$ cat src/design/vmeir_defs.vh
// Constants for the backplane interrupt requester: register map, field
// positions, reset values and selector codes.
// Assumes it is included by bare name from the requester's design files.
`ifndef VMEIR_DEFS_VH
`define VMEIR_DEFS_VH

// ----------------------------------------------------------------------
// Register map
// ----------------------------------------------------------------------
`define VMEIR_CTRL_ADDR 32'hfff40048
`define VMEIR_RD_ZERO 32'h00000000

// ----------------------------------------------------------------------
// Control byte fields, bits 31..24 of the word
// ----------------------------------------------------------------------
`define VMEIR_SEL_MSB 31
`define VMEIR_SEL_LSB 30
`define VMEIR_WDRAW_BIT 28
`define VMEIR_PEND_BIT 27
`define VMEIR_LVL_MSB 26
`define VMEIR_LVL_LSB 24

// ----------------------------------------------------------------------
// Vector byte, bits 23..16 of the word
// ----------------------------------------------------------------------
`define VMEIR_VEC_MSB 23
`define VMEIR_VEC_LSB 16
`define VMEIR_VEC_RST 8'h0f

// ----------------------------------------------------------------------
// Field values
// ----------------------------------------------------------------------
`define VMEIR_LVL_NONE 3'h0
`define VMEIR_LVL_BCAST 3'h1
`define VMEIR_SEL_RST 2'h0
`define VMEIR_SEL_OWN0 2'h0
`define VMEIR_SEL_TICK1 2'h1
`define VMEIR_SEL_OWN2 2'h2
`define VMEIR_SEL_TICK2 2'h3

// ----------------------------------------------------------------------
// Pin synchroniser
// ----------------------------------------------------------------------
`define VMEIR_SYNC_W 7
`define VMEIR_SYNC_RST 7'h7f

`endif

$ cat src/design/vmeir_sync.v
// Two-flop synchroniser for a group of backplane input pins.
// Assumes each bit is an independent level; no multi-bit coherence.
`timescale 1ns/1ps

module vmeir_sync #(
	parameter WIDTH = 7,
	parameter [WIDTH-1:0] RST_VAL = {WIDTH{1'b1}}
) (
	// Clock and reset
	input wire clk,
	input wire sys_rst,
	// Asynchronous levels in
	input wire [WIDTH-1:0] async_in,
	// Levels in the clk domain
	output wire [WIDTH-1:0] sync_out
);

	reg [WIDTH-1:0] meta_r;
	reg [WIDTH-1:0] sync_r;

	// ------------------------------------------------------------------
	// Two stages; the first is read only by the second
	// ------------------------------------------------------------------
	always @(posedge clk or posedge sys_rst)
	begin
		if (sys_rst)
		begin
			meta_r <= RST_VAL;
			sync_r <= RST_VAL;
		end
		else
		begin
			meta_r <= async_in;
			sync_r <= meta_r;
		end
	end

	assign sync_out = sync_r;

endmodule

$ cat src/design/vmeir_requester.v
// Backplane interrupt requester: control and vector registers on a plain
// register port, seven open-drain request lines and the acknowledge cycle.
// Assumes backplane pins are asynchronous and tick inputs are on clk.
`timescale 1ns/1ps
`include "vmeir_defs.vh"

module vmeir_requester (
	// Clock and reset
	input wire clk,
	input wire sys_rst,
	// Register port
	input wire [31:0] reg_addr,
	input wire [31:0] reg_wdata,
	input wire reg_wr,
	input wire reg_rd,
	output wire [31:0] reg_rdata,
	// Tick timer outputs, same clock
	input wire tick1_out,
	input wire tick2_out,
	// Request lines 7..1, open drain, active low
	output wire [7:1] irq_n_o,
	output wire [7:1] irq_n_oe,
	// Acknowledge cycle inputs from the backplane
	input wire as_n_i,
	input wire iack_n_i,
	input wire iackin_n_i,
	input wire ds0_n_i,
	input wire [3:1] vme_addr_i,
	// Acknowledge cycle outputs to the backplane
	output wire [7:0] data_o,
	output wire data_oe,
	output wire dtack_n_o,
	output wire dtack_n_oe,
	output wire iackout_n_o,
	// Local status
	output wire pending
);

	// ------------------------------------------------------------------
	// Acknowledge states
	// ------------------------------------------------------------------
	localparam [2:0] S_IDLE = 3'h0;
	localparam [2:0] S_DRIVE = 3'h1;
	localparam [2:0] S_DTACK = 3'h2;
	localparam [2:0] S_DONE = 3'h3;
	localparam [2:0] S_PASS = 3'h4;
	localparam [2:0] S_WAIT = 3'h5;

	// ------------------------------------------------------------------
	// Functions
	// ------------------------------------------------------------------
	// One line per level; level zero drives nothing
	function [7:1] lvl_lines;
		input [2:0] lvl;
		integer i;
		begin
			lvl_lines = 7'h00;
			for (i = 1; i < 8; i = i + 1)
			begin
				if (lvl == i[2:0])
					lvl_lines[i] = 1'b1;
			end
		end
	endfunction

	// True when an acknowledge is for a level we are holding
	function ack_is_ours;
		input [2:0] ack_lvl;
		input [2:0] own_lvl;
		input own_pend;
		input line_ours;
		begin
			ack_is_ours = own_pend && line_ours && (ack_lvl == own_lvl) &&
				(own_lvl != `VMEIR_LVL_NONE);
		end
	endfunction

	// ------------------------------------------------------------------
	// Declarations
	// ------------------------------------------------------------------
	reg [2:0] lvl_r;
	reg [2:0] lvl_nxt;
	reg pend_r;
	reg pend_nxt;
	reg [1:0] sel_r;
	reg [1:0] sel_nxt;
	reg [7:0] vec_r;
	reg [7:0] vec_nxt;
	reg [31:0] rdata_r;
	reg [31:0] rdata_nxt;
	reg [7:1] irq_oe_r;
	reg [7:1] irq_oe_nxt;
	reg [2:0] state_r;
	reg [2:0] state_nxt;
	reg [7:0] dout_r;
	reg [7:0] dout_nxt;
	reg dout_oe_r;
	reg dout_oe_nxt;
	reg dtack_oe_r;
	reg dtack_oe_nxt;
	reg iackout_n_r;
	reg iackout_n_nxt;
	reg ack_clear;
	reg line1_own;
	wire [`VMEIR_SYNC_W-1:0] pins_sync;
	wire as_n_s;
	wire iack_n_s;
	wire iackin_n_s;
	wire ds0_n_s;
	wire [2:0] ack_lvl_s;
	wire ctrl_hit;
	wire wr_hit;
	wire [2:0] wr_lvl;
	wire wr_wdraw;
	wire ack_start;
	wire ack_abort;

	// ------------------------------------------------------------------
	// Pin synchronisers
	// ------------------------------------------------------------------
	vmeir_sync #(
		.WIDTH(`VMEIR_SYNC_W),
		.RST_VAL(`VMEIR_SYNC_RST)
	) u_sync (
		.clk(clk),
		.sys_rst(sys_rst),
		.async_in({as_n_i, iack_n_i, iackin_n_i, ds0_n_i, vme_addr_i}),
		.sync_out(pins_sync)
	);

	assign as_n_s = pins_sync[6];
	assign iack_n_s = pins_sync[5];
	assign iackin_n_s = pins_sync[4];
	assign ds0_n_s = pins_sync[3];
	assign ack_lvl_s = pins_sync[2:0];

	// ------------------------------------------------------------------
	// Register decode
	// ------------------------------------------------------------------
	assign ctrl_hit = (reg_addr == `VMEIR_CTRL_ADDR);
	assign wr_hit = reg_wr && ctrl_hit;
	assign wr_lvl = reg_wdata[`VMEIR_LVL_MSB:`VMEIR_LVL_LSB];
	assign wr_wdraw = reg_wdata[`VMEIR_WDRAW_BIT];

	// ------------------------------------------------------------------
	// Request, pending, selector and vector
	// ------------------------------------------------------------------
	always @*
	begin
		lvl_nxt = lvl_r;
		pend_nxt = pend_r;
		sel_nxt = sel_r;
		vec_nxt = vec_r;
		// Acknowledge completion drops the request
		if (ack_clear)
		begin
			lvl_nxt = `VMEIR_LVL_NONE;
			pend_nxt = 1'b0;
		end
		if (wr_hit)
		begin
			sel_nxt = reg_wdata[`VMEIR_SEL_MSB:`VMEIR_SEL_LSB];
			vec_nxt = reg_wdata[`VMEIR_VEC_MSB:`VMEIR_VEC_LSB];
			// A zero in the withdraw bit changes nothing
			if (wr_wdraw)
			begin
				lvl_nxt = `VMEIR_LVL_NONE;
				pend_nxt = 1'b0;
			end
			// A new level wins over withdraw and acknowledge in one cycle
			if (wr_lvl != `VMEIR_LVL_NONE)
			begin
				lvl_nxt = wr_lvl;
				pend_nxt = 1'b1;
			end
		end
	end

	// ------------------------------------------------------------------
	// Line 1 routing and request line drive
	// ------------------------------------------------------------------
	always @*
	begin
		irq_oe_nxt = lvl_lines(lvl_r);
		line1_own = 1'b1;
		case (sel_r)
			`VMEIR_SEL_OWN0:
			begin
				line1_own = 1'b1;
			end
			`VMEIR_SEL_OWN2:
			begin
				line1_own = 1'b1;
			end
			`VMEIR_SEL_TICK1:
			begin
				line1_own = 1'b0;
				irq_oe_nxt[1] = tick1_out;
			end
			`VMEIR_SEL_TICK2:
			begin
				line1_own = 1'b0;
				irq_oe_nxt[1] = tick2_out;
			end
			default:
			begin
				line1_own = 1'b1;
			end
		endcase
	end

	// ------------------------------------------------------------------
	// Register read, data one cycle after the strobe
	// ------------------------------------------------------------------
	always @*
	begin
		rdata_nxt = `VMEIR_RD_ZERO;
		if (reg_rd && ctrl_hit)
		begin
			rdata_nxt[`VMEIR_SEL_MSB:`VMEIR_SEL_LSB] = sel_r;
			rdata_nxt[`VMEIR_PEND_BIT] = pend_r;
			rdata_nxt[`VMEIR_VEC_MSB:`VMEIR_VEC_LSB] = vec_r;
			// Level field and withdraw bit stay zero
		end
	end

	// ------------------------------------------------------------------
	// Acknowledge cycle
	// ------------------------------------------------------------------
	assign ack_start = !as_n_s && !iack_n_s && !iackin_n_s && !ds0_n_s;
	assign ack_abort = as_n_s || iackin_n_s;

	always @*
	begin
		state_nxt = state_r;
		dout_nxt = dout_r;
		dout_oe_nxt = 1'b0;
		dtack_oe_nxt = 1'b0;
		iackout_n_nxt = 1'b1;
		ack_clear = 1'b0;
		case (state_r)
			S_IDLE:
			begin
				if (ack_start)
				begin
					if (ack_is_ours(ack_lvl_s, lvl_r, pend_r,
						(lvl_r != `VMEIR_LVL_BCAST) || line1_own))
					begin
						dout_nxt = vec_r;
						dout_oe_nxt = 1'b1;
						state_nxt = S_DRIVE;
					end
					else
					begin
						iackout_n_nxt = 1'b0;
						state_nxt = S_PASS;
					end
				end
			end
			S_DRIVE:
			begin
				// Data settle one cycle ahead of the strobe
				dout_oe_nxt = 1'b1;
				dtack_oe_nxt = 1'b1;
				state_nxt = S_DTACK;
			end
			S_DTACK:
			begin
				dout_oe_nxt = 1'b1;
				dtack_oe_nxt = 1'b1;
				if (ds0_n_s || as_n_s)
				begin
					dout_oe_nxt = 1'b0;
					dtack_oe_nxt = 1'b0;
					state_nxt = S_DONE;
				end
			end
			S_DONE:
			begin
				ack_clear = 1'b1;
				state_nxt = S_WAIT;
			end
			S_PASS:
			begin
				iackout_n_nxt = 1'b0;
				if (ack_abort)
				begin
					iackout_n_nxt = 1'b1;
					state_nxt = S_IDLE;
				end
			end
			S_WAIT:
			begin
				// Hold off until the cycle ends so one cycle answers once
				if (as_n_s)
					state_nxt = S_IDLE;
			end
			default:
			begin
				state_nxt = S_IDLE;
			end
		endcase
	end

	// ------------------------------------------------------------------
	// State registers
	// ------------------------------------------------------------------
	always @(posedge clk or posedge sys_rst)
	begin
		if (sys_rst)
		begin
			lvl_r <= `VMEIR_LVL_NONE;
			pend_r <= 1'b0;
			sel_r <= `VMEIR_SEL_RST;
			vec_r <= `VMEIR_VEC_RST;
			rdata_r <= `VMEIR_RD_ZERO;
			irq_oe_r <= 7'h00;
			state_r <= S_IDLE;
			dout_r <= 8'h00;
			dout_oe_r <= 1'b0;
			dtack_oe_r <= 1'b0;
			iackout_n_r <= 1'b1;
		end
		else
		begin
			lvl_r <= lvl_nxt;
			pend_r <= pend_nxt;
			sel_r <= sel_nxt;
			vec_r <= vec_nxt;
			rdata_r <= rdata_nxt;
			irq_oe_r <= irq_oe_nxt;
			state_r <= state_nxt;
			dout_r <= dout_nxt;
			dout_oe_r <= dout_oe_nxt;
			dtack_oe_r <= dtack_oe_nxt;
			iackout_n_r <= iackout_n_nxt;
		end
	end

	// ------------------------------------------------------------------
	// Outputs
	// ------------------------------------------------------------------
	assign reg_rdata = rdata_r;
	assign irq_n_o = 7'h00;
	assign irq_n_oe = irq_oe_r;
	assign data_o = dout_r;
	assign data_oe = dout_oe_r;
	assign dtack_n_o = 1'b0;
	assign dtack_n_oe = dtack_oe_r;
	assign iackout_n_o = iackout_n_r;
	assign pending = pend_r;

endmodule

$ cat config.mk
export PLATFORM = sky130hd
export DESIGN_NAME = vmeir_requester
export DESIGN_NICKNAME = d
export VERILOG_FILES = /design/src/design/vmeir_sync.v /design/src/design/vmeir_requester.v
export VERILOG_INCLUDE_DIRS = /design/src /design/src/design
export SDC_FILE = /design/constraint.sdc
export NUM_CORES = 1
export LEC_CHECK = 0
export ABC_AREA = 0
export BUFFER_PORTS_ARGS = -buffer_cell sky130_fd_sc_hd__buf_2
export CORE_MARGIN = 2
export CORE_UTILIZATION = 45
export DETAILED_ROUTE_END_ITERATION = 6
export GPL_ROUTABILITY_DRIVEN = 1
export GPL_TIMING_DRIVEN = 0
export PLACE_DENSITY = 0.8
export SYNTH_ARGS = -nofsm -noshare
export SYNTH_HDL_FRONTEND = slang
export SYNTH_SLANG_ARGS = --single-unit
$ cat constraint.sdc
create_clock -name clk -period 2.2 [get_ports clk]
set_input_delay 0.22 -clock clk [delete_from_list [all_inputs] [get_ports clk]]
set_output_delay 0.22 -clock clk [all_outputs]
set_load 0.02 [all_outputs]
==> impl_metrics.ini, run 1 <==
[cts]
clock_latency_ps = 340
cts_made_buffers = 9
cts_setup_buffers = 0
h-tree-depth = 3
cts_sinks = 60
clockRootBuffer = clkbuf_8
post_cts_resized = 0
cts_tree = built
clockBufferDepth = 2
cts.reportedPaths.clkPinSlew_ps = 70

[route]
firstDrtPassIters = 4
drt_iter0_markers = 24
drc = 0
vias_per_cell = 4.54
wirelength_um = 5180
ant_nets = 0
routedWlPerCell_um = 12.6
vias = 1869

[global_route]
first_global_vias = 1764
gr-total-overflow = 0
grt_antenna_before_repair = 0
grt_max_degree = 37
grtUsageTotal = 0.176
grt_pass1_wl_um = 8180

[logic_synthesis]
ys_types = 41
synth_top_family_by_area = simple AND/OR/NAND/NOR gates
synth_top_cell_area_share = 0.394
synthMuxAreaShare = 0.0938
netlist_instances = 199
netlist_top_cells_area = dfrtp_1 39%, dfstp_2 19%, buf_4 8.7%
avgSynthCellArea_sq_um = 13.1
synth_simple_gate_area_share = 0.144
synth.largest_area_cell = dfrtp_1
ys_seq_area_frac = 0.586
synth-compound-area-share = 0.0500
synthAdderAreaFrac = 0
synth_xor_area_frac = 0.00673
netlist_area_sq_um = 2600
ys_seq_elements = 60
yosys_warnings = 0

[finish]
area.sequential_sq_um = 1530
drive_gt1_frac = 0.544
antenna_cells = 0
fillers = 437
fin_area_sq_um = 3560
area_growth_pct = 36.8
multi_input_area_sq_um = 876
nNetsFinal = 412
final_common_cell = buf_2
fin_util = 0.643
layout_common_cells = 92 x buf_2, 41 x dfrtp_1, 30 x buf_4

[worst_setup_path]
end_kind = flop
cpPeakStageDelay_ps = 360
worstSetupPathType = flop to flop
arrival_ps = 2030
r2r_slack_ps = 390
slowest_stage = dfrtp_1
startpoint_type = flop
path_cells = clkbuf_1 > nor2_1 > o21ai_2 > a21oi_2 > and3_1 > buf_4 > mux2_2
cp.required_ps = 2420
crit_fanout = 10

[status]
status = completed

[timing]
worstMarginPinSlew_ps = 529
fin_crit_ps = 1810
holdWs_ps = 110
setup_violations = 0
max_slew_margin = 0.647
period_share = 0.821
fin_skew_ps = 9.65
hold_viol = 0
slew_violations = 0
rsz0062_at_grt = no
fmax_mhz = 554

[job]
drv_cap = 0

[power_and_ir_drop]
fin_total_pwr_uw = 2500
power_density_nw_per_um2 = 701
power.leakage_uw = 0.00197
ir_worst_vdd_v = 0.000475

[die]
die_x_um = 80.0
die-height_um = 80.0
core_area_sq_um = 5540
die_area_sq_um = 6400
rows = 27
ios = 136
initial_utilization = 0.470

[placement]
hpwl_um = 3750
postPlaceCellArea_sq_um = 3260
place.gp.congestion = 0.832
io_buffers = 88

[min_path]
hold_class = input pin to flop
==> cells in the mapped netlist (all sizes together) <==
cell,number
a21oi,5
a31oi,2
a32o,3
and3,14
and3b,1
and4,1
buf,37
clkbuf,2
conb,1
dfrtp,41
dfstp,19
inv,5
mux2,19
nand2,6
nand2b,1
nand3,3
nand4,3
nand4bb,1
nor2,6
nor2b,2
nor3,6
nor3b,3
nor4,3
nor4b,2
nor4bb,1
o21ai,3
o221ai,1
o31ai,1
o41ai,1
or2,1
or3,3
xnor2,2
==> where the power goes <==
group	internal [uW]	switching [uW]	leakage [uW]
sequential	1140	14.3	0.000770
combinational	123	148	0.00109
clock	652	417	0.000111
total	1920	579	0.00197
==> metal layers <==
| layer | routed length, um | part of all wire | track usage |
|---|---|---|---|
| met2 | 2660 | 0.51 | 0.292 |
| met1 | 2030 | 0.39 | 0.197 |
| met4 | 74 | 0.014 | 0.0814 |
| met5 | 0 | 0 | 0 |
| met3 | 417 | 0.080 | 0.0724 |
==> repair_timing <==
action	in CTS	in global routing
endpoints found under the hold margin	26	0
endpoints found under the setup margin	0	0
hold buffers	8	0
==> state kept, by name, summed over array words and instances, names as in the netlist <==
| signal | cells |
|---|---|
| pending | 1 |
| reg_rdata | 11 |
| dtack_n_oe | 1 |
| data_o | 8 |
| vec_r | 8 |
| state_r | 3 |
| irq_n_oe | 7 |
| sel_r | 2 |
| lvl_lines.lvl | 3 |
| u_sync.sync_out | 7 |
| data_oe | 1 |
| iackout_n_o | 1 |
| u_sync.meta_r | 7 |
==> area by class of cell <==
cell class	instances	share of cell area
buffer	39	0.0805
timing repair buffer	97	0.152
tap	72	0.0253
clock inverter	3	0.0120
clock buffer	13	0.0506
sequential	60	0.428
multi-input combinational	123	0.246
inverter	5	0.00527
==> logic make-up (layout without fill, tap and decap cells) <==
kind of cell	Yosys count	in the layout
compound gates	16	16
xor+xnor	2	2
buf+inv	44	157
flops	60	60
mux	19	19
other cells	1	29
simple gates	57	57
==> final timing paths <==
| kind | start | end | cells past startpoint |
|---|---|---|---|
| min in group asynchronous | sys_rst | reg_rdata[18] | 3 |
| max in group asynchronous | sys_rst | u_sync.meta_r[0] | 4 |
| worst max register to register | lvl_lines.lvl[2] | data_o[2] | 7 |
| worst min-delay path | reg_wdata[21] | vec_r[5] | 2 |
| worst max-delay path | lvl_lines.lvl[2] | data_o[2] | 7 |
| worst min register to register | u_sync.meta_r[0] | u_sync.sync_out[0] | 0 |
==> critical path, delay by kind of cell (launching register included) <==
family	cells	cell delay [ps]
AO/OA/AOI/OAI	2	270
AND/OR/NAND/NOR	2	340
multiplexers	1	350
buffers and inverters	2	380
flip-flops	1	360
==> through the flow <==
step	TNS [ps]	setup slack [ps]	std cells
final	0	394	412
after global routing	0	250	412
after global placement	-4070	-102	387
after detailed placement	0	386	388
after CTS	0	377	412
after floorplan	0	527	227
No activity file was read; power rests on OpenSTA's default activity.
==> run 2, diff against run 1 <==
==> constraint.sdc (replaced) <==
create_clock -name clk -period 1.7 [get_ports clk]
set_input_delay 0.17 -clock clk [delete_from_list [all_inputs] [get_ports clk]]
set_output_delay 0.17 -clock clk [all_outputs]
set_load 0.02 [all_outputs]
==> run 2 against run 1 <==
Net effect:
- design area up 2.5%
- sequential power up 29%
- die area unchanged
- global-route usage up 0.72 points
- non-clock buffer count up 2
- power up 30%
- worst setup slack worse by 370 ps
- maximum frequency up 7.6%
- clock power up 30%
- critical endpoint is now data_o[5]
==> impl_metrics.ini, run 2 (synthesis results as in run 1) <==
[placement]
place.gp.congestion = 0.832
io_buffers = 88
hpwl_um = 3750

[route]
vias = 1898
drc = 0
ant_nets = 0
vias_per_cell = 4.58
routedWlPerCell_um = 13.3
drt_iter0_markers = 32
wirelength_um = 5490
firstDrtPassIters = 4

[cts]
cts_sinks = 60
clock_latency_ps = 340
cts.reportedPaths.clkPinSlew_ps = 70
clockBufferDepth = 2
clockRootBuffer = clkbuf_8
h-tree-depth = 3
cts_made_buffers = 9
cts_tree = built

[power_and_ir_drop]
comb_power_share = 0.109
ir_worst_vdd_v = 0.000617
power.leakage_uw = 0.00199
power_density_nw_per_um2 = 887
p_int_uw = 2480
switching_share = 0.233
p_seq_frac = 0.462
p_sw_uw = 753
pwr-share-clk = 0.429

[min_path]
hold_class = input pin to flop
min_from = reg_wdata[17]
whs_endpoint = vec_r[1]
holdPathStages = 2

[worst_setup_path]
cp.required_ps = 1920
worstReg2RegStart = u_sync.sync_out[0]
crit_fanout = 5
r2r_slack_ps = 20
worstSetupPathType = flop to flop
arrival_ps = 1900
end_kind = flop
regToRegEndpoint = data_o[5]
cpPeakStageDelay_ps = 540
path_cells = xnor2_1 > nand3_1 > a21oi_2 > and3_4 > buf_8 > mux2_4
slowest_stage = dfstp_2
r2r_cells = 6
startpoint_type = flop

[finish]
largest_register_ffs = 11
fillers = 433
nNetsFinal = 414
area_growth_pct = 40.2
layout_common_cells = 90 x buf_2, 38 x dfrtp_1, 33 x buf_4
antenna_cells = 0
drive_gt1_frac = 0.579
final_common_cell = buf_2

[die]
die_x_um = 80.0
ios = 136
die_area_sq_um = 6400
core_area_sq_um = 5540
initial_utilization = 0.470
die-height_um = 80.0
rows = 27

[global_route]
grt_max_degree = 37
grtUsageTotal = 0.184
first_global_vias = 1799
grt_antenna_before_repair = 0
gr-total-overflow = 0
grt_pass1_wl_um = 8490

[timing]
fin_crit_ps = 1680
fin_tns_setup_ps = 0
fmax_mhz = 596
rsz0062_at_grt = yes
holdWs_ps = 59.4
setup_violations = 0
slew_violations = 0
fin_skew_ps = 9.33
worstMarginPinSlew_ps = 528
hold_viol = 0
max_slew_margin = 0.648
period_share = 0.987

[status]
status = completed

[job]
drv_cap = 0
==> run 2: layout make-up <==
cell class                 count  area (sq um)  share of cell area
timing repair buffer         102           582               0.160
clock inverter                 3          42.5              0.0117
buffer                        36           280              0.0768
multi-input combinational    123           925               0.254
inverter                       5          18.8             0.00515
tap                           72          90.1              0.0247
clock buffer                  13           180              0.0494
sequential                    60          1530               0.419
==> run 2: critical path: cells and delay by family (launching register included) <==
kind | cells | cell delay [ps]
buffers and inverters | 1 | 130
XOR/XNOR | 1 | 110
flip-flops | 1 | 540
AND/OR/NAND/NOR | 2 | 330
multiplexers | 1 | 300
AO/OA/AOI/OAI | 1 | 150
==> run 2: how the worst max path moves through the flow <==
stage | start | endpoint | cells past startpoint
after floorplan | lvl_lines.lvl[1] | data_o[0] | 7
after global placement | sys_rst | irq_n_oe[7] | 2
after detailed placement | lvl_lines.lvl[1] | data_o[2] | 7
after CTS | u_sync.sync_out[1] | data_o[2] | 6
after global routing | u_sync.sync_out[0] | data_o[5] | 6
final | u_sync.sync_out[0] | data_o[5] | 6
==> run 2: repair_timing <==
| action | CTS | global route |
|---|---|---|
| pin swaps | 2 | 2 |
| hold endpoints to repair | 26 | 0 |
| setup buffers | 3 | 1 |
| gates cloned | 1 | 0 |
| setup endpoints to repair | 8 | 8 |
| hold buffers | 8 | 0 |
| gates resized for setup | 8 | 11 |
==> run 2: metal layers <==
metal / track usage / routed length (um) / part of all wire / vias to the layer above
li1: - / - / - / 910
met1: 0.205 / 2170 / 0.40 / 898
met2: 0.309 / 2830 / 0.51 / 82
met3: 0.0713 / 419 / 0.076 / 8
met4: 0.0814 / 74 / 0.013 / 0
met5: 0 / 0 / 0 / -
==> run 2: per-stage QoR <==
stage	util	instance area, sq um	setup WS (ps)	std cells	power [uW]
floorplan	-	2710	56.2	227	1740
global route	0.658	3650	-47.8	414	3370
CTS	0.650	3600	2.68	413	3280
global placement	0.584	3240	-552	387	1840
finish	0.658	3650	21.9	414	3230
detailed placement	0.588	3260	-114	388	1860
==> run 2: power by group through the flow <==
| stage | registers, uW | clock network, uW | logic [uW] |
|---|---|---|---|
| after floorplan | 1520 | 0 | 225 |
| after global placement | 1520 | 0 | 322 |
| after detailed placement | 1520 | 0 | 338 |
| after CTS | 1500 | 1430 | 352 |
| after global routing | 1500 | 1490 | 387 |
| final | 1500 | 1390 | 352 |
==> run 3, diff against run 2 <==
--- a/config.mk
+++ b/config.mk
@@ -14,6 +14,7 @@
 export GPL_ROUTABILITY_DRIVEN = 1
 export GPL_TIMING_DRIVEN = 0
 export PLACE_DENSITY = 0.8
+export SETUP_SLACK_MARGIN = 0.1
 export SYNTH_ARGS = -nofsm -noshare
 export SYNTH_HDL_FRONTEND = slang
 export SYNTH_SLANG_ARGS = --single-unit
==> run 3 against run 2 <==
Net effect:
- die area unchanged
- design area is essentially flat
- core utilization is essentially flat
- power shrank 7.5%
- the run now ends with negative setup slack left
- global-route usage fell by 1.0 points
- critical path depth is the same
- via count is 0.90% lower
- clock skew is 2.5 ps lower
==> impl_metrics.ini, run 3 (synthesis results as in run 1) <==
[status]
status = complete, but fails checks
violations = negative setup slack

[cts]
clockRootBuffer = clkbuf_8
cts_made_buffers = 9
cts_tree = built
h-tree-depth = 3
clock_latency_ps = 330
clockBufferDepth = 2
cts.reportedPaths.clkPinSlew_ps = 60
cts_sinks = 60

[power_and_ir_drop]
power.leakage_uw = 0.00200
ir_worst_vdd_v = 0.000644
power_density_nw_per_um2 = 820

[route]
wirelength_um = 5390
ant_nets = 0
vias = 1881
drc = 0
routedWlPerCell_um = 12.9
vias_per_cell = 4.51
firstDrtPassIters = 4
drt_iter0_markers = 51

[job]
drv_cap = 0

[placement]
dp_cells = 387
postPlaceCellArea_sq_um = 3250
hpwl_um = 3650
io_buffers = 88
place.gp.congestion = 0.753

[die]
core_area_sq_um = 5540
die-height_um = 80.0
die_x_um = 80.0
ios = 136
die_area_sq_um = 6400
initial_utilization = 0.470
rows = 27

[worst_setup_path]
worstSetupPathType = flop to flop
startpoint_type = flop
crit_fanout = 5
end_kind = flop
cp.required_ps = 1910
arrival_ps = 1940

[global_route]
grt_antenna_before_repair = 0
grtUsageTotal = 0.173
grt_max_degree = 61
gr-total-overflow = 0
grt_pass1_wl_um = 8030
first_global_vias = 1753

[timing]
fin_skew_ps = 6.84
finalWorstSetupSlack_ps = -27.7
fmax_mhz = 579
hold_viol = 0
slew_violations = 0
fin_crit_ps = 1730
rsz0062_at_grt = yes
period_share = 1.02
setup_violations = 8

[finish]
instances_no_fill = 417
nNetsFinal = 417
drive_gt1_frac = 0.580
area_growth_pct = 40.3
antenna_cells = 0
fillers = 447
largest_register_ffs = 11
final_common_cell = buf_2
layout_common_cells = 91 x buf_2, 41 x dfrtp_1, 33 x buf_4
fin_area_sq_um = 3650

[min_path]
hold_class = input pin to flop
-- run 3: cell count changes in the layout (fill, tap and decap cells not counted), moves of 2 or more --
cell	delta
dfrtp_1	+3
dfrtp_2	-3
buf_6	+2
xnor2_1	-2
xnor2_2	+2
-- run 3: layout make-up --
cell class,instances,area (sq um),area share
Buffer,39,308,0.0843
Clock buffer,14,173,0.0473
Clock inverter,2,10.0,0.00274
Inverter,5,22.5,0.00617
Multi-Input combinational cell,123,940,0.257
Sequential cell,60,1530,0.418
Tap cell,72,90.1,0.0247
Timing Repair Buffer,102,582,0.159
-- run 3: worst max-delay path, stage by stage, from the launching register on --
cell and delay [ps]:
dfstp_2 540, xnor2_2 110, nand3_1 100, a21oi_2 180, and3_4 240, buf_8 140
mux2_4 300
-- run 3: repair_timing --
action / in CTS / in global routing
cloned: 1 / 0
hold buffers: 7 / 1
gates resized for setup: 16 / 5
pin swaps: 1 / 3
buffers inserted: 3 / 1
endpoints found under the hold margin: 7 / 19
setup endpoints to repair: 8 / 9
-- run 3: worst paths after layout --
check | start | end | slack (ps) | cells after the start
max in group asynchronous | sys_rst | u_sync.meta_r[5] | 700 | 4
min in group asynchronous | sys_rst | sel_r[1] | 400 | 3
max | u_sync.sync_out[0] | data_o[4] | -30 | 6
min | reg_wdata[18] | vec_r[2] | 70 | 2
min reg2reg | u_sync.meta_r[5] | u_sync.sync_out[5] | 350 | 0
max reg2reg | u_sync.sync_out[0] | data_o[4] | -30 | 6
-- run 3: power by group --
part,total (uW),switching (uW),internal (uW)
registers,1500,21.0,1480
clock network,1140,497,644
logic,352,191,162
-- run 3: metrics by stage --
stage	TNS (ps)	utilization	total power [uW]	hold WS, ps	setup WS (ps)
detailed placement	-709	0.587	1850	276	-95.5
global placement	-305	0.587	1840	276	-42.9
global route	-648	0.659	3130	52.2	-84.9
CTS	-46.1	0.650	3020	46.7	-13.8
finish	-193	0.659	2990	68.6	-27.7
floorplan	0	-	1740	174	96.9
-- run 3: layer usage --
metal  vias to the layer above  share of wire  GRT usage  wire (um)
met4                         0          0.019     0.0695        104
met2                        87           0.49      0.295       2640
li1                        912              -          -          -
met1                       872           0.40      0.190       2170
met3                        10          0.088     0.0724        474
met5                         -              0          0          0
